$ cat src/rtl/pcm_pkg.sv
/*
  constants, types and bus carrier for the counter-array mode and
  pwm-configuration control block.
  assumes a byte-wide special-function-register bus in the core clock domain.
*/
package pcm_pkg;

  localparam logic [7:0] MODE_ADDR = 8'hd9;
  localparam logic [7:0] PWM_ADDR = 8'hdf;

  localparam int MD_IDLE = 7;
  localparam int MD_WDE = 6;
  localparam int MD_LOCK = 5;
  localparam int MD_TB_LO = 1;
  localparam int MD_OVF_MASK = 0;
  localparam int PW_RELOAD_SEL = 7;
  localparam int PW_CYC_MASK = 6;
  localparam int PW_CYC_FLAG = 5;
  localparam int PW_CLS_LO = 0;

  localparam logic RST_WDE = 1'b1;
  localparam logic [7:0] ZERO_BYTE = 8'h00;
  localparam logic [15:0] CNT_MAX = 16'hffff;
  localparam logic [3:0] DIV12_LAST = 4'hb;
  localparam logic [1:0] DIV4_LAST = 2'h3;
  localparam logic [2:0] OSC_DIV_LAST = 3'h7;

  typedef enum logic [2:0] {
    TB_DIV12, TB_DIV4, TB_T0OVF, TB_EXT_FALL, TB_SYSCLK, TB_XOSC8, TB_RTC8, TB_NONE
  } pcm_tb_e;

  typedef struct packed {
    logic rd;
    logic wr;
    logic [7:0] addr;
    logic [7:0] wdata;
  } pcm_sfr_s;

endpackage

$ cat src/rtl/pcm_core.sv
/*
  mode and pwm-configuration control of the programmable counter array:
  timebase, idle suspend, watchdog enable/lock, overflow flags, interrupt.
  assumes all inputs are synchronous to ref_clk except the two oscillator
  inputs, which are synchronised here.
*/
`timescale 1ns/1ns
module pcm_core
(
  // clock and reset
  input wire logic ref_clk,
  input wire logic rst,
  // register access
  input wire pcm_pkg::pcm_sfr_s sfr_req,
  output logic [7:0] sfr_rdata_q,
  // system and count sources
  input wire logic cpu_idle,
  input wire logic counter_run,
  input wire logic main_flag_clear,
  input wire logic timer0_ovf,
  input wire logic ext_count_input,
  input wire logic ext_osc_in,
  input wire logic rtc_osc_in,
  input wire logic [5:0] pwm16_sel,
  // state and requests
  output logic [15:0] counter_q,
  output logic main_overflow_flag_q,
  output logic cycle_overflow_flag_q,
  output logic irq_q,
  output logic wdog_active_q,
  output logic reload_sel_q,
  output logic [1:0] cycle_length_select_q,
  output logic [5:0] reload_used_q
);

  // true when the selected cycle bit overflows on the next increment
  function automatic logic cyc_wrap(input logic [15:0] cnt, input logic [1:0] sel);
    logic w;
    w = 1'b0;
    case (sel)
      2'h0: w = &cnt[7:0];
      2'h1: w = &cnt[8:0];
      2'h2: w = &cnt[9:0];
      default: w = &cnt[10:0];
    endcase
    return w;
  endfunction

  logic idle_suspend_q;
  logic wdog_enable_q;
  logic wdog_lock_q;
  pcm_pkg::pcm_tb_e timebase_select_q;
  logic overflow_irq_mask_q;
  logic cycle_overflow_irq_mask_q;
  logic [3:0] div12_q;
  logic [1:0] div4_q;
  logic ext_count_prev_q;
  logic [1:0] osc_s1_q;
  logic [1:0] osc_s2_q;
  logic [1:0] osc_s3_q;
  logic [2:0] osc_div_q [2];
  logic [1:0] osc_tick;
  logic wr_md;
  logic wr_pw;
  logic rd_md;
  logic rd_pw;
  logic run;
  logic tick;
  logic adv;
  logic cyc_hit;

  assign wr_md = sfr_req.wr && (sfr_req.addr == pcm_pkg::MODE_ADDR);
  assign wr_pw = sfr_req.wr && (sfr_req.addr == pcm_pkg::PWM_ADDR);
  assign rd_md = sfr_req.rd && (sfr_req.addr == pcm_pkg::MODE_ADDR);
  assign rd_pw = sfr_req.rd && (sfr_req.addr == pcm_pkg::PWM_ADDR);

  // watchdog forces the counter on; idle suspend still wins
  assign run = (counter_run | wdog_enable_q) & ~(idle_suspend_q & cpu_idle);
  assign cyc_hit = cyc_wrap(counter_q, cycle_length_select_q);

  always_comb
  begin
    tick = 1'b0;
    case (timebase_select_q)
      pcm_pkg::TB_DIV12: tick = (div12_q == pcm_pkg::DIV12_LAST);
      pcm_pkg::TB_DIV4: tick = (div4_q == pcm_pkg::DIV4_LAST);
      pcm_pkg::TB_T0OVF: tick = timer0_ovf;
      // falling edge; source must keep to clock/4 or edges merge
      pcm_pkg::TB_EXT_FALL: tick = ext_count_prev_q & ~ext_count_input;
      pcm_pkg::TB_SYSCLK: tick = 1'b1;
      pcm_pkg::TB_XOSC8: tick = osc_tick[0];
      pcm_pkg::TB_RTC8: tick = osc_tick[1];
      default: tick = 1'b0;
    endcase
  end

  assign adv = run & tick;

  // divide-by-12 and divide-by-4 prescalers only move while the array runs, so idle freezes them too
  always_ff @(posedge ref_clk)
  begin
    if (rst)
    begin
      div12_q <= 4'h0;
      div4_q <= 2'h0;
    end
    else if (run)
    begin
      div12_q <= (div12_q == pcm_pkg::DIV12_LAST) ? 4'h0 : div12_q + 4'h1;
      div4_q <= div4_q + 2'h1;
    end
  end

  always_ff @(posedge ref_clk)
  begin
    if (rst)
      ext_count_prev_q <= 1'b1;
    else
      ext_count_prev_q <= ext_count_input;
  end

  // two-flop sync, edge taken between second and third stage
  always_ff @(posedge ref_clk)
  begin
    if (rst)
    begin
      osc_s1_q <= 2'h0;
      osc_s2_q <= 2'h0;
      osc_s3_q <= 2'h0;
    end
    else
    begin
      osc_s1_q <= {rtc_osc_in, ext_osc_in};
      osc_s2_q <= osc_s1_q;
      osc_s3_q <= osc_s2_q;
    end
  end

  always_comb
  begin
    for (int i = 0; i < 2; i++)
      osc_tick[i] = osc_s2_q[i] & ~osc_s3_q[i] & (osc_div_q[i] == pcm_pkg::OSC_DIV_LAST);
  end

  always_ff @(posedge ref_clk)
  begin
    for (int i = 0; i < 2; i++)
    begin
      if (rst)
        osc_div_q[i] <= 3'h0;
      else if (osc_s2_q[i] & ~osc_s3_q[i])
        osc_div_q[i] <= osc_div_q[i] + 3'h1;
    end
  end

  always_ff @(posedge ref_clk)
  begin
    if (rst)
      counter_q <= 16'h0000;
    else if (adv)
      counter_q <= counter_q + 16'h0001;
  end

  // hardware set beats a same-cycle software clear
  always_ff @(posedge ref_clk)
  begin
    if (rst)
      main_overflow_flag_q <= 1'b0;
    else if (adv && counter_q == pcm_pkg::CNT_MAX)
      main_overflow_flag_q <= 1'b1;
    else if (main_flag_clear)
      main_overflow_flag_q <= 1'b0;
  end

  // mode register
  always_ff @(posedge ref_clk)
  begin
    if (rst)
    begin
      idle_suspend_q <= 1'b0;
      wdog_enable_q <= pcm_pkg::RST_WDE;
      wdog_lock_q <= 1'b0;
      timebase_select_q <= pcm_pkg::TB_DIV12;
      overflow_irq_mask_q <= 1'b0;
    end
    else if (wr_md)
    begin
      // lock forces enable; setting lock also enables
      wdog_enable_q <= wdog_lock_q | sfr_req.wdata[pcm_pkg::MD_WDE]
        | (~wdog_enable_q & sfr_req.wdata[pcm_pkg::MD_LOCK]);
      if (!wdog_enable_q)
      begin
        idle_suspend_q <= sfr_req.wdata[pcm_pkg::MD_IDLE];
        timebase_select_q <= pcm_pkg::pcm_tb_e'(sfr_req.wdata[pcm_pkg::MD_TB_LO +: 3]);
        overflow_irq_mask_q <= sfr_req.wdata[pcm_pkg::MD_OVF_MASK];
        wdog_lock_q <= wdog_lock_q | sfr_req.wdata[pcm_pkg::MD_LOCK];
      end
    end
  end

  // pwm configuration register
  always_ff @(posedge ref_clk)
  begin
    if (rst)
    begin
      reload_sel_q <= 1'b0;
      cycle_overflow_irq_mask_q <= 1'b0;
      cycle_length_select_q <= 2'h0;
    end
    else if (wr_pw)
    begin
      reload_sel_q <= sfr_req.wdata[pcm_pkg::PW_RELOAD_SEL];
      cycle_overflow_irq_mask_q <= sfr_req.wdata[pcm_pkg::PW_CYC_MASK];
      cycle_length_select_q <= sfr_req.wdata[pcm_pkg::PW_CLS_LO +: 2];
    end
  end

  always_ff @(posedge ref_clk)
  begin
    if (rst)
      cycle_overflow_flag_q <= 1'b0;
    else if (adv && cyc_hit)
      cycle_overflow_flag_q <= 1'b1;
    else if (wr_pw)
      cycle_overflow_flag_q <= sfr_req.wdata[pcm_pkg::PW_CYC_FLAG];
  end

  // one-cycle lag behind the flags, accepted to keep outputs registered
  always_ff @(posedge ref_clk)
  begin
    if (rst)
      irq_q <= 1'b0;
    else
      irq_q <= (overflow_irq_mask_q & main_overflow_flag_q)
        | (cycle_overflow_irq_mask_q & cycle_overflow_flag_q);
  end

  // reload matters only for 9..11 bit cycles on non-16-bit channels
  always_ff @(posedge ref_clk)
  begin
    if (rst)
      reload_used_q <= 6'h00;
    else
      reload_used_q <= ~pwm16_sel & {6{cycle_length_select_q != 2'h0}};
  end

  always_ff @(posedge ref_clk)
  begin
    if (rst)
      wdog_active_q <= pcm_pkg::RST_WDE;
    else
      wdog_active_q <= wdog_enable_q;
  end

  always_ff @(posedge ref_clk)
  begin
    if (rst)
      sfr_rdata_q <= pcm_pkg::ZERO_BYTE;
    else if (rd_md)
      sfr_rdata_q <= {idle_suspend_q, wdog_enable_q, wdog_lock_q, 1'b0,
        timebase_select_q, overflow_irq_mask_q};
    else if (rd_pw)
      sfr_rdata_q <= {reload_sel_q, cycle_overflow_irq_mask_q, cycle_overflow_flag_q,
        3'h0, cycle_length_select_q};
    else
      sfr_rdata_q <= pcm_pkg::ZERO_BYTE;
  end

  a_idle_halt: assert property (@(posedge ref_clk) disable iff (rst)
    (idle_suspend_q && cpu_idle) |=> $stable(counter_q))
    else $error("counter moved while idle suspended");

  a_lock_hold: assert property (@(posedge ref_clk) disable iff (rst)
    wdog_lock_q |=> (wdog_enable_q && wdog_lock_q))
    else $error("locked watchdog became disabled");

  a_mode_frozen: assert property (@(posedge ref_clk) disable iff (rst)
    (wdog_enable_q && wr_md) |=> ($stable(timebase_select_q) && $stable(idle_suspend_q)
      && $stable(overflow_irq_mask_q)))
    else $error("mode bits changed while watchdog enabled");

  a_mode_rsvd: assert property (@(posedge ref_clk) disable iff (rst)
    rd_md |=> (sfr_rdata_q[4] == 1'b0 && sfr_rdata_q[6] == $past(wdog_enable_q)))
    else $error("mode read back wrong");

  a_div12_rate: assert property (@(posedge ref_clk) disable iff (rst)
    (adv && timebase_select_q == pcm_pkg::TB_DIV12)
      |-> ##1 (!adv || timebase_select_q != pcm_pkg::TB_DIV12) [*8])
    else $error("divide-by-12 timebase ticked too soon");

  a_main_wrap: assert property (@(posedge ref_clk) disable iff (rst)
    (adv && counter_q == pcm_pkg::CNT_MAX)
      |=> (main_overflow_flag_q && counter_q == 16'h0000))
    else $error("main overflow not flagged on wrap");

  a_cyc_set: assert property (@(posedge ref_clk) disable iff (rst)
    (adv && cyc_hit) |=> cycle_overflow_flag_q)
    else $error("cycle overflow flag not set");

  a_cyc_sticky: assert property (@(posedge ref_clk) disable iff (rst)
    (cycle_overflow_flag_q && !wr_pw) |=> cycle_overflow_flag_q)
    else $error("cycle overflow flag cleared by hardware");

  a_irq_gate: assert property (@(posedge ref_clk) disable iff (rst)
    ((overflow_irq_mask_q && main_overflow_flag_q)
      || (cycle_overflow_irq_mask_q && cycle_overflow_flag_q)) |=> irq_q)
    else $error("interrupt request missing");

  a_pwm_rsvd: assert property (@(posedge ref_clk) disable iff (rst)
    rd_pw |=> (sfr_rdata_q[4:2] == 3'h0))
    else $error("pwm reserved bits not zero");

  a_wide_ignore: assert property (@(posedge ref_clk) disable iff (rst)
    1'b1 |=> ((reload_used_q & $past(pwm16_sel)) == 6'h00))
    else $error("16-bit channel affected by cycle length");

endmodule

$ cat config.mk
export PLATFORM = sky130hd
export DESIGN_NAME = pcm_core
export DESIGN_NICKNAME = d
export VERILOG_FILES = /design/src/rtl/pcm_pkg.sv /design/src/rtl/pcm_core.sv
export SDC_FILE = /design/constraint.sdc
export NUM_CORES = 1
export LEC_CHECK = 0
export BUFFER_PORTS_ARGS = -buffer_cell sky130_fd_sc_hd__clkbuf_2
export CAP_MARGIN = 10
export CORE_MARGIN = 1
export CORE_UTILIZATION = 38
export DETAILED_ROUTE_END_ITERATION = 12
export PLACE_DENSITY_LB_ADDON = 0.12
export SYNTH_ARGS = -nofsm -noshare
export SYNTH_HDL_FRONTEND = slang
export SYNTH_SLANG_ARGS = --single-unit
$ cat constraint.sdc
create_clock -name ref_clk -period 2.9 [get_ports ref_clk]
set_clock_uncertainty 0.05 [all_clocks]
set_input_delay 0.58 -clock ref_clk [delete_from_list [all_inputs] [get_ports ref_clk]]
set_output_delay 0.58 -clock ref_clk [all_outputs]
set_load 0.005 [all_outputs]
==> metrics list, run 1 <==
- In this run the register-to-register setup slack is 0.66 ns.
- The most used flip-flop cell after synthesis is sky130_fd_sc_hd__dfxtp_1.
- Counting instances, the worst hold path has a depth of 2.
- In this run, post-CTS hold repair placed 0 buffers.
- Across every metal layer, demand over resource in global routing totals 0.1580.
- Clock network power share: 0.460
- In this run the critical register-to-register path is captured at counter_q[9].
- Number of synthesized flops with an enable pin: 6
- Most Crowded Layer GR: met2
- Gate count after technology mapping: 274
* Internal: 0.001423 W
- Type of the setup path with the least slack: flip-flop to flip-flop
* Final cycle utilization of the critical path: 0.7715
- Once the clock tree was built, the setup fixing pass inserted 0 buffers.
* Critical path endpoint category: flip-flop
* Clk pin slew, worst setup/hold paths: 0.07 ns
* Die H: 85.33 um
- The slowest stage of the critical path belongs to the cell sky130_fd_sc_hd__or4_1.
* Number of distinct library cells after synthesis: 44
- Once detail routing completed, the nets flagged for antenna violations numbered 0.
- For the pin with the worst max-slew slack, the measured transition is 0.5791 ns.
- Buffers added on ports: 67
- Area of the mapped netlist: 2639 um^2
- Post-synthesis sequential area ratio: 0.5007
- Net Switching: 0.0003839 W
- The number of antenna violations at the first check in global routing was 0.
* Count of inserted antenna diode cells: 0
- Count of H-tree levels built during CTS: 3
- Across the run, the number of max-cap violations was 0.
* Area share of the leading cell type in the synthesized netlist: 0.4324
- Clock tree from TritonCTS: built
- Worst endpoint required time: 3.12 ns
- For this run, the top clock speed supported by timing is 446.9 MHz.
- After legalization and detailed placement, the total HPWL measured 3772 um.
* Syn_nets: 315
- Longest individual stage delay on the worst path: 0.60 ns
- Placeable Area: 6756 um^2
- Setup violations remaining at the end of the flow were counted as 0.
- Buffer type at the clock tree root: sky130_fd_sc_hd__clkbuf_8
- The first global-routing pass estimated 8956 um of wire.
- By area the synthesized netlist is led by sky130_fd_sc_hd__dfxtp_1 (43%), sky130_fd_sc_hd__edfxtp_1 (6.8%), sky130_fd_sc_hd__nor2_1 (5.1%).
* Router iterations before antenna repair: 4
- Worst reg2reg startpoint: osc_div_q[0][0]
- In this run the tightest slew margin relative to its limit is 0.6140.
- Overflow after GRT: 0
- Syn_area_per_cell: 9.631 um^2
- Resized cells post-CTS: 0
* Cell chain of the critical path: ha_1, ha_1, nor4bb_1, o31ai_1, nand3b_4, or4_1, a21oi_1
- For the worst setup path, the data arrival time is 2.46 ns.
- Across the VDD grid, the largest voltage drop is 0.2508 mV.
- After floorplanning, the core was divided into 30 placement rows.
- Number of max-slew violations in the final report: 0
- Critical Path Source Type: flip-flop
* Cell type with the largest total area after synthesis: sky130_fd_sc_hd__dfxtp_1
- Clock Sinks: 63
- For this run, asynchronously set or reset flops after synthesis account for 0.
* Maximum count of clock buffers along a single path: 2
- Setup TNS Final: 0 ns
* Top fanout value on the critical path: 31
- Result of the run: completed
* Chip Width: 85.33 um
* Synth-to-Final Area Change: 23.61%
* Hold Crit Endpoint: reload_used_q[5]
- The clock period could shrink to 2.237 ns.
* Area of the die: 7281 um^2
* Overall routed net length: 5415 um
* Warnings from Yosys: 0
- Final net count: 382
- Power density of the placed cells: 553.8 nW/um^2
- Most instantiated library cell after synthesis: sky130_fd_sc_hd__dfxtp_1
- After detailed routing, the number of remaining DRC violations is 0.
- Hold Path Origin: pwm16_sel[5]
* Num CTS Buffers: 9
- Fraction of power spent switching nets: 0.2125
- Register bit count reported by yosys: 63
- Finished Core Util: 0.4828
- For met1 alone, demand over resource in global routing was 0.2002.
* Maximum number of pins on one net before global-route repair: 32
- Of the cells placed in the final design, the portion with a size suffix greater than 1 is 0.2601.
- Met2 routing resource usage after global routing: 0.2471
- Vias in the first global route: 1951
- For this design the top-level I/O count stands at 70.
- Count of endpoints failing hold in the final timing report: 0
- Clock latency of the later-clocked register in the worst-skew pair: 0.33 ns
* Grt met3 use: 0.03696
- The share of total power dissipated in sequential elements is 0.500.
- The tightest min-delay check is of the input pin to flip-flop type.
* Leading cell types by count after synthesis: sky130_fd_sc_hd__dfxtp_1 (57), sky130_fd_sc_hd__nor2_1 (36), sky130_fd_sc_hd__nand2_1 (20), sky130_fd_sc_hd__a21oi_1 (18), sky130_fd_sc_hd__mux2i_1 (12)
- Unrepaired setup endpoints after global routing: false
- Count of vias placed by the detailed router: 2171
- Cell repeated most along the worst path: sky130_fd_sc_hd__ha_1
* Initial core utilization: 0.3906
- Number of vias per cell after detailed routing: 5.096
- Leakage power total: 1.331 nW
* Length in cells of the worst reg-to-reg path: 7
- After the first detailed-routing iteration, the DRC count stood at 79.
- Dividing the detail-routed wire length by the instance count gives 12.71 um.
- At the end of routability-driven placement, the weighted congestion stood at 0.6989.
* Combinational Power Share: 0.040
-- layout by cell type, fill, tap and decap left out, types with 8 or more instances in the layout --
cell type	netlist	final
sky130_fd_sc_hd__dfxtp_1	57	57
sky130_fd_sc_hd__a22oi_1	8	8
sky130_fd_sc_hd__o31ai_1	10	10
sky130_fd_sc_hd__ha_1	8	8
sky130_fd_sc_hd__or4_1	8	8
sky130_fd_sc_hd__a21oi_1	18	18
sky130_fd_sc_hd__mux2i_1	12	12
sky130_fd_sc_hd__nor2_1	36	36
sky130_fd_sc_hd__clkbuf_8	0	11
sky130_fd_sc_hd__o21ai_0	10	10
sky130_fd_sc_hd__nor2b_1	8	8
sky130_fd_sc_hd__nand2_1	20	20
sky130_fd_sc_hd__clkbuf_2	0	67
-- cell type report --
cell class / count / area, um^2
multi-input combinational: 194 / 1240
clock inverter: 4 / 50.05
timing repair buffer: 68 / 355.3
inverter: 5 / 18.77
sequential: 63 / 1321
tap: 80 / 100.1
clock buffer: 12 / 176.4
fill: 659 / 3495
-- worst max-delay path by stage --
| stage | startpoint | end | slack, ns | cells after the start |
|---|---|---|---|---|
| 2_1_floorplan | osc_div_q[0][0] | counter_q[1] | 0.87 | 9 |
| 3_3_place_gp | counter_run | counter_q[15] | 0.63 | 6 |
| 3_5_place_dp | counter_run | counter_q[13] | 0.61 | 6 |
| 4_1_cts | osc_div_q[0][0] | counter_q[15] | 0.66 | 7 |
| 5_1_grt | osc_div_q[0][0] | counter_q[10] | 0.47 | 7 |
| 6_report | osc_div_q[0][0] | counter_q[9] | 0.66 | 7 |
-- stage by stage --
step                total power, W  setup slack (ns)  instance area [um^2]  cells  hold WS [ns]
global route              0.001882            0.4669                  3262    426        0.3251
global placement         0.0009938            0.6315                  3035    410        0.3684
floorplan                0.0009596            0.8661                  2639    274        0.3638
finish                    0.001807            0.6626                  3262    426        0.3387
CTS                       0.001835            0.6611                  3262    426        0.3160
detailed placement       0.0009950            0.6056                  3035    410        0.3783
-- critical path, delay by kind of cell (launching register included) --
family	cells	cell delay, ns
flip-flops	1	0.36
adder cells (fa/ha/maj)	2	0.28
AO/OA/AOI/OAI	2	0.26
AND/OR/NAND/NOR	3	1.24
-- power by group through the flow --
stage	logic, W	clock network [W]	registers [W]
final	0.0000719	0.000832	0.000903
after floorplan	0.0000392	0	0.000920
after detailed placement	0.0000724	0	0.000923
after global placement	0.0000719	0	0.000922
after CTS	0.0000731	0.000859	0.000903
after global routing	0.0000840	0.000893	0.000905
-- flip-flops by register name, indices dropped and copies added, names as in the netlist, 3 cells and up --
| register | count |
|---|---|
| div12_q | 4 |
| timebase_select_q | 3 |
| reload_used_q | 6 |
| osc_div_q | 6 |
| counter_q | 16 |
| sfr_rdata_q | 7 |
-- cell families after synthesis --
logic type	after synthesis	share of synthesized area
buf+inv	17	0.02940
xor+xnor	2	0.006639
other cells	1	0.001421
flops	63	0.5007
simple gates	117	0.2390
compound gates	54	0.1394
mux	12	0.04552
fa+ha+maj	8	0.03793
-- layer usage --
| layer | vias to the layer above | part of all wire |
|---|---|---|
| met5 | - | 0 |
| met4 | 0 | 0.018 |
| met3 | 9 | 0.050 |
| met2 | 56 | 0.43 |
| met1 | 992 | 0.50 |
| li1 | 1114 | - |
(Power assumes the default switching activity.)
==> run 2, diff against run 1 <==
--- a/config.mk
+++ b/config.mk
@@ -5,6 +5,7 @@
 export SDC_FILE = /design/constraint.sdc
 export NUM_CORES = 1
 export LEC_CHECK = 0
+export ABC_AREA = 1
 export BUFFER_PORTS_ARGS = -buffer_cell sky130_fd_sc_hd__clkbuf_2
 export CAP_MARGIN = 10
 export CORE_MARGIN = 1
==> constraint.sdc (replaced) <==
create_clock -name ref_clk -period 1.93 [get_ports ref_clk]
set_clock_uncertainty 0.05 [all_clocks]
set_input_delay 0.386 -clock ref_clk [delete_from_list [all_inputs] [get_ports ref_clk]]
set_output_delay 0.386 -clock ref_clk [all_outputs]
set_load 0.005 [all_outputs]
==> run 2 against run 1 <==
Net effect:
- routed wire length grew 23%
- sequential cell count is the same
- maximum frequency grew 25%
- worst setup slack lost 0.52 ns
- total power grew 45%
- critical endpoint unchanged
==> metrics list, run 2 <==
- Summing over every cut layer, the via total after detailed routing is 2694.
- The library cell used most frequently in the layout, excluding fill and tap cells, is sky130_fd_sc_hd__nand2_1.
- Of all nets on the critical path, the largest fanout is 7.
- Leakage power total: 1.594 nW
* Class of the most critical hold timing path: input pin to flip-flop
- DRC violations left: 0
- Buffers added on ports: 67
- After synthesis, the share of flip-flops with an asynchronous set or reset is 0.
- In the layout the commonest cells are sky130_fd_sc_hd__nand2_1 (76), sky130_fd_sc_hd__clkbuf_2 (67), sky130_fd_sc_hd__dfxtp_1 (57).
* Number of rows in the core area: 31
* Worst endpoint required time: 2.10 ns
- Flip-flop count of the largest register after layout: 16
- Of the total power, combinational logic draws 0.043.
* Number of buffers added to fix hold violations after cts: 0
- The clock tree synthesis step divided the H-tree into 3 levels.
- Crit path arrival time: 1.95 ns
- The register with the most flip-flops in the final layout is counter_q.
- WL/cell: 11.70 um
- In the finished design, the share of the clock period the worst path needs comes to 0.9247.
* Area of the mapped netlist: 2861 um^2
- Cell type with the largest total area after synthesis: sky130_fd_sc_hd__dfxtp_1
* Longest individual stage delay on the worst path: 0.40 ns
- Detailed Route Iter0 Violations: 139
* Maximum number of pins on one net before global-route repair: 38
- The later pin in the worst-skew pair is clocked with a latency of 0.34 ns.
- In this run the horizontal extent of the chip is 88.78 um.
* Number of synthesized flops with an enable pin: 6
- Net Switching: 0.0006257 W
- Once detail routing completed, the nets flagged for antenna violations numbered 0.
- Post-synthesis sequential area ratio: 0.4617
* Final net count: 507
- The slowest stage of the critical path is the sky130_fd_sc_hd__edfxtp_1 cell.
- Final RePlAce weighted congestion: 0.8269
- Yosys mapped the design onto 31 distinct sky130hd cell types.
- The number of antenna diodes in the final layout is 0.
- Number of max-cap violations: 0
- Area share of the leading cell type in the synthesized netlist: 0.3988
* Synth-to-Final Area Change: 24.97%
* Final setup violating endpoints: 0
- Gate count after technology mapping: 387
- By area the synthesized netlist is led by sky130_fd_sc_hd__dfxtp_1 (40%), sky130_fd_sc_hd__nand2_1 (10%), sky130_fd_sc_hd__nor2_1 (7.1%).
- The initial utilization of the core area, before any placement, comes to 0.3945.
* Overall routed net length: 6670 um
- In the final layout, the registers with the most flip-flops are counter_q (16), sfr_rdata_q (7).
* Placed cell area: 3353 um^2
* Area of the die: 7881 um^2
- Among all cell types in the netlist, the one instantiated most often is sky130_fd_sc_hd__nand2_1.
- Result of the run: completed
- Of the total power, the share spent switching nets is 0.2395.
* Critical Path Source Type: flip-flop
- Resized cells post-CTS: 0
* Vias in the first global route: 2402
* Most used flip-flop cell after synthesis: sky130_fd_sc_hd__dfxtp_1
- Clock tree from TritonCTS: built
* Num CTS Buffers: 9
- The final-report hold violation count came to 0.
- The commonest cells after synthesis are sky130_fd_sc_hd__nand2_1 (76), sky130_fd_sc_hd__dfxtp_1 (57), sky130_fd_sc_hd__nor2_1 (54), sky130_fd_sc_hd__inv_1 (46), sky130_fd_sc_hd__nand3_1 (32).
- The clock passes through at most 2 buffers.
* Overall global routing resource usage: 0.1875
- After routing the design area is 3576 um^2.
* Top-level port count: 70
* Type of the setup path with the least slack: flip-flop to flip-flop
- Post-CTS repair timing setup buffer count: 0
- Placeable Area: 7253 um^2
* Overflow after GRT: 0
* Maximum clock frequency: 560.3 MHz
* Multi-input logic area: 1331 um^2
- Worst vdd rail ir drop: 0.2469 mV
* Number of vias per cell after detailed routing: 4.726
* Router iterations before antenna repair: 4
* Cell chain of the critical path: ha_1, ha_1, nand2_1, inv_1, nand3_1, nand2_1, nor2_4, nand2_4, buf_4, nand3_1, a21oi_1
* Die H: 88.78 um
- Warnings from Yosys: 0
- Subtracting the final worst setup slack from the clock period gives 1.785 ns.
* Syn_area_per_cell: 7.394 um^2
- Number of max-slew violations in the final report: 0
- The tree is rooted in a sky130_fd_sc_hd__clkbuf_8.
* Clk pin slew, worst setup/hold paths: 0.08 ns
- Syn_nets: 428
* Buffer and inverter count on the worst path: 2
* Area occupied by registers: 1321 um^2
- Global-route wire length before repair: 11070 um
* Internal: 0.001987 W
- Clock network power share: 0.439
- The worst setup path is captured at a flip-flop.
- Fraction of layout instances using a drive strength above 1: 0.2229
- Register bit count reported by yosys: 63
- Top delay family on crit path: simple AND/OR/NAND/NOR gates
* Clock Sinks: 63
- Worst setup margin: 0.1454 ns
- Setup repair after global routing could not meet its margin everywhere.
- Power density of the placed cells: 730.7 nW/um^2
- The layout has 750 filler cells.
- The HPWL after detailed placement is 4913 um.
- Fraction of power consumed by sequential logic: 0.518
* Setup slack after placement: 0.1058 ns
- The number of antenna violations at the first check in global routing was 0.
## run 2: metal layers
metal	routed length [um]	part of all wire	GRT usage
met1	3387	0.51	0.2612
met4	129	0.019	0.08358
met5	0	0	0
met2	2814	0.42	0.2720
met3	338	0.051	0.04851
## run 2: power by group through the flow
stage	logic, W	clock network (W)	registers (W)
after global placement	0.000112	0	0.00138
after detailed placement	0.000113	0	0.00138
after CTS	0.000113	0.00118	0.00135
final	0.000112	0.00115	0.00135
after global routing	0.000129	0.00124	0.00136
after floorplan	0.0000612	0	0.00138
## run 2: cell families (layout without fill, tap and decap cells)
logic type,count (synthesis),in the layout,share of synthesized area
other cells,1,1,0.001311
buf+inv,58,142,0.08176
compound gates,60,60,0.1071
fa+ha+maj,8,8,0.03498
xor+xnor,7,7,0.02143
simple gates,190,190,0.2916
flops,63,63,0.4617
## run 2: worst paths after layout
kind,from,endpoint,slack [ns],cells past startpoint
max,osc_div_q[0][0],counter_q[9],0.15,11
min,pwm16_sel[1],reload_used_q[1],0.15,2
max reg2reg,osc_div_q[0][0],counter_q[9],0.15,11
min reg2reg,osc_s1_q[1],osc_s2_q[1],0.36,2
## run 2: layout make-up
type                    count  area share
well taps                  99     0.03464
clock inverters             7     0.02064
flip-flops and latches     63      0.3695
repair buffers             79      0.1190
multi-input cells         266      0.3723
clock buffers               9     0.03464
inverters                  47     0.04934
## run 2: metrics by stage
stage          setup TNS, ns  instances  hold slack [ns]  total power [W]    util
2_1_floorplan              0        387           0.3383         0.001442       -
3_3_place_gp               0        554           0.3463         0.001495  0.4623
3_5_place_dp               0        554           0.3458         0.001497  0.4623
4_1_cts                    0        570           0.1336         0.002650  0.4896
5_1_grt             -0.02290        570           0.1310         0.002724  0.4930
6_report                   0        570           0.1473         0.002613  0.4930
## run 2: worst reg2reg max path, cell delays in order (launching register included)
cell and delay [ns]:
sky130_fd_sc_hd__edfxtp_1 0.40, sky130_fd_sc_hd__ha_1 0.21, sky130_fd_sc_hd__ha_1 0.18, sky130_fd_sc_hd__nand2_1 0.06
sky130_fd_sc_hd__inv_1 0.04, sky130_fd_sc_hd__nand3_1 0.07, sky130_fd_sc_hd__nand2_1 0.09, sky130_fd_sc_hd__nor2_4 0.13
sky130_fd_sc_hd__nand2_4 0.10, sky130_fd_sc_hd__buf_4 0.19, sky130_fd_sc_hd__nand3_1 0.08, sky130_fd_sc_hd__a21oi_1 0.06
==> run 3, diff against run 2 <==
--- a/config.mk
+++ b/config.mk
@@ -9,7 +9,7 @@
 export BUFFER_PORTS_ARGS = -buffer_cell sky130_fd_sc_hd__clkbuf_2
 export CAP_MARGIN = 10
 export CORE_MARGIN = 1
-export CORE_UTILIZATION = 38
+export CORE_UTILIZATION = 48
 export DETAILED_ROUTE_END_ITERATION = 12
 export PLACE_DENSITY_LB_ADDON = 0.12
 export SYNTH_ARGS = -nofsm -noshare
==> run 3 against run 2 <==
Net effect:
- die area fell by 20%
- largest cell class unchanged
- via count is 0.93% higher
- combinational power hardly changed
- critical endpoint unchanged
==> metrics list, run 3 (synthesis gave the netlist of run 2 again) <==
- Result of the run: completed
* WL/cell: 12.06 um
- Buffer type at the clock tree root: sky130_fd_sc_hd__clkbuf_8
- Buffer and inverter count on the worst path: 1
* Cell with the largest stage delay on the worst path: sky130_fd_sc_hd__edfxtp_1
* Estimated wirelength of the detail-placed design: 4776 um
* Number of rows in the core area: 27
- Longest individual stage delay on the worst path: 0.40 ns
- On the critical path the largest part of the delay comes from simple AND/OR/NAND/NOR gates.
- The register with the most flip-flops in the final layout is counter_q.
- CTS saw 63 sinks.
- Leakage power total: 1.599 nW
- Power density of the placed cells: 730.0 nW/um^2
* Overall routed net length: 6574 um
- Among the stages of the critical path, the cell type that occurs most often is sky130_fd_sc_hd__ha_1.
- Router iterations before antenna repair: 4
- TritonCTS built the clock tree.
- The tightest min-delay check is of the input pin to flip-flop type.
- After floorplanning, the core was sized to cover 5642 um^2.
- Detailed Route Iter0 Violations: 137
- Summing over every cut layer, the via total after detailed routing is 2719.
- In the final layout, the registers with the most flip-flops are counter_q (16), sfr_rdata_q (7).
- Leaving out fill and tap cells, the most frequent cell in the layout is sky130_fd_sc_hd__nand2_1.
* Maximum count of clock buffers along a single path: 2
* Global-route wire length before repair: 11180 um
* Top-level port count: 70
- In the routed design, unresolved DRC markers number 0.
* Final net count: 509
- The worst setup path is captured at a flip-flop.
- Number of vias per cell after detailed routing: 4.989
- Area of the die: 6274 um^2
- Worst vdd rail ir drop: 0.3577 mV
* Top fanout value on the critical path: 7
* Minimum clock period after layout: 1.789 ns
- Cell chain of the critical path: ha_1, ha_1, nand2_1, nand3b_1, nand2_2, nor2_4, nand2_4, buf_6, nand3_1, a21oi_1
- Number of filler instances in the final layout: 544
* Final setup violating endpoints: 0
* Final cycle utilization of the critical path: 0.9268
- The number of slew-limit violations in the final report is 0.
- Count of endpoints failing hold in the final timing report: 0
- Worst setup margin: 0.1412 ns
* Count of inserted antenna diode cells: 0
- Die H: 79.21 um
- Maximum number of pins on one net before global-route repair: 38
- Type of the setup path with the least slack: flip-flop to flip-flop
* Chip Width: 79.21 um
* Fraction of layout instances using a drive strength above 1: 0.2283
* Flip-flop count of the largest register after layout: 16
- Data on the critical path arrives at its endpoint at 1.95 ns.
- At the worst endpoint, the required time is 2.09 ns.
- Number of max-cap violations: 0
- Timing would allow up to 559.0 MHz.
- Setup slack after placement: 0.05449 ns
* Overall global routing resource usage: 0.2303
* Synth-to-Final Area Change: 24.75%
- Once detail routing completed, the nets flagged for antenna violations numbered 0.
- Number of antenna violations at the first check in global routing: 0
- Buffers added on ports: 67
- The total overflow left after global routing is 0.
- In this run the number of H-tree levels came out at 3.
- Critical Path Source Type: flip-flop
- For this configuration, the core starts out at a cell density of 0.5072.
* Final RePlAce weighted congestion: 0.8295
- Clock-pin slew was measured on the worst setup and hold paths at 0.07 ns.
* Vias in the first global route: 2504
* Clock latency of the later-clocked register in the worst-skew pair: 0.34 ns
- Setup total negative slack on the finished layout was measured at 0 ns.
- Counting the buffers created by CTS gives 9.
* Top library cells by usage in the layout, fill and taps aside: sky130_fd_sc_hd__nand2_1 (75), sky130_fd_sc_hd__clkbuf_2 (67), sky130_fd_sc_hd__dfxtp_1 (57)
## run 3: cell count changes in the layout (fill, tap and decap cells not counted), sizes merged
cell,change
clkinvlp,+1
buf,+1
clkinv,-2
clkbuf,+1
nand2,+1
## run 3: cell type report
type	instances	area, um^2	area share
clock buffer	10	137.6	0.03856
clock inverter	6	60.06	0.01682
inverter	47	176.4	0.04942
multi-input combinational	267	1344	0.3764
sequential	63	1321	0.3701
tap	72	90.09	0.02524
timing repair buffer	80	440.4	0.1234
## run 3: final timing paths
check	startpoint	end	slack [ns]	cells past startpoint
worst max-delay path	osc_div_q[1][0]	counter_q[9]	0.14	10
worst min-delay path	pwm16_sel[0]	reload_used_q[0]	0.15	2
worst max register to register	osc_div_q[1][0]	counter_q[9]	0.14	10
worst min register to register	osc_s1_q[0]	osc_s2_q[0]	0.36	2
## run 3: per-layer routing
layer	part of all wire	global-route usage
met1	0.48	0.3080
met2	0.44	0.3509
met3	0.064	0.04138
met4	0.017	0.1236
met5	0	0
## run 3: metrics by stage
step | instances | hold WS (ns) | utilization | total power (W) | area (um^2)
after floorplan | 387 | 0.3383 | - | 0.001442 | 2861
after global placement | 526 | 0.3473 | 0.5870 | 0.001492 | 3312
after detailed placement | 526 | 0.3492 | 0.5870 | 0.001495 | 3312
after CTS | 542 | 0.1376 | 0.6221 | 0.002636 | 3510
after global routing | 545 | 0.1516 | 0.6327 | 0.002696 | 3570
final | 545 | 0.1527 | 0.6327 | 0.002606 | 3570
## run 3: power breakdown
part           internal [W]  switching (W)
clock network      0.000624       0.000516
registers           0.00134      0.0000107
logic             0.0000488      0.0000635
## run 3: what timing repair did
action,in CTS,in global routing
hold buffers,0,0
hold endpoints to repair,0,0
setup buffers,0,2
resized for setup,0,8
endpoints found under the setup margin,0,17
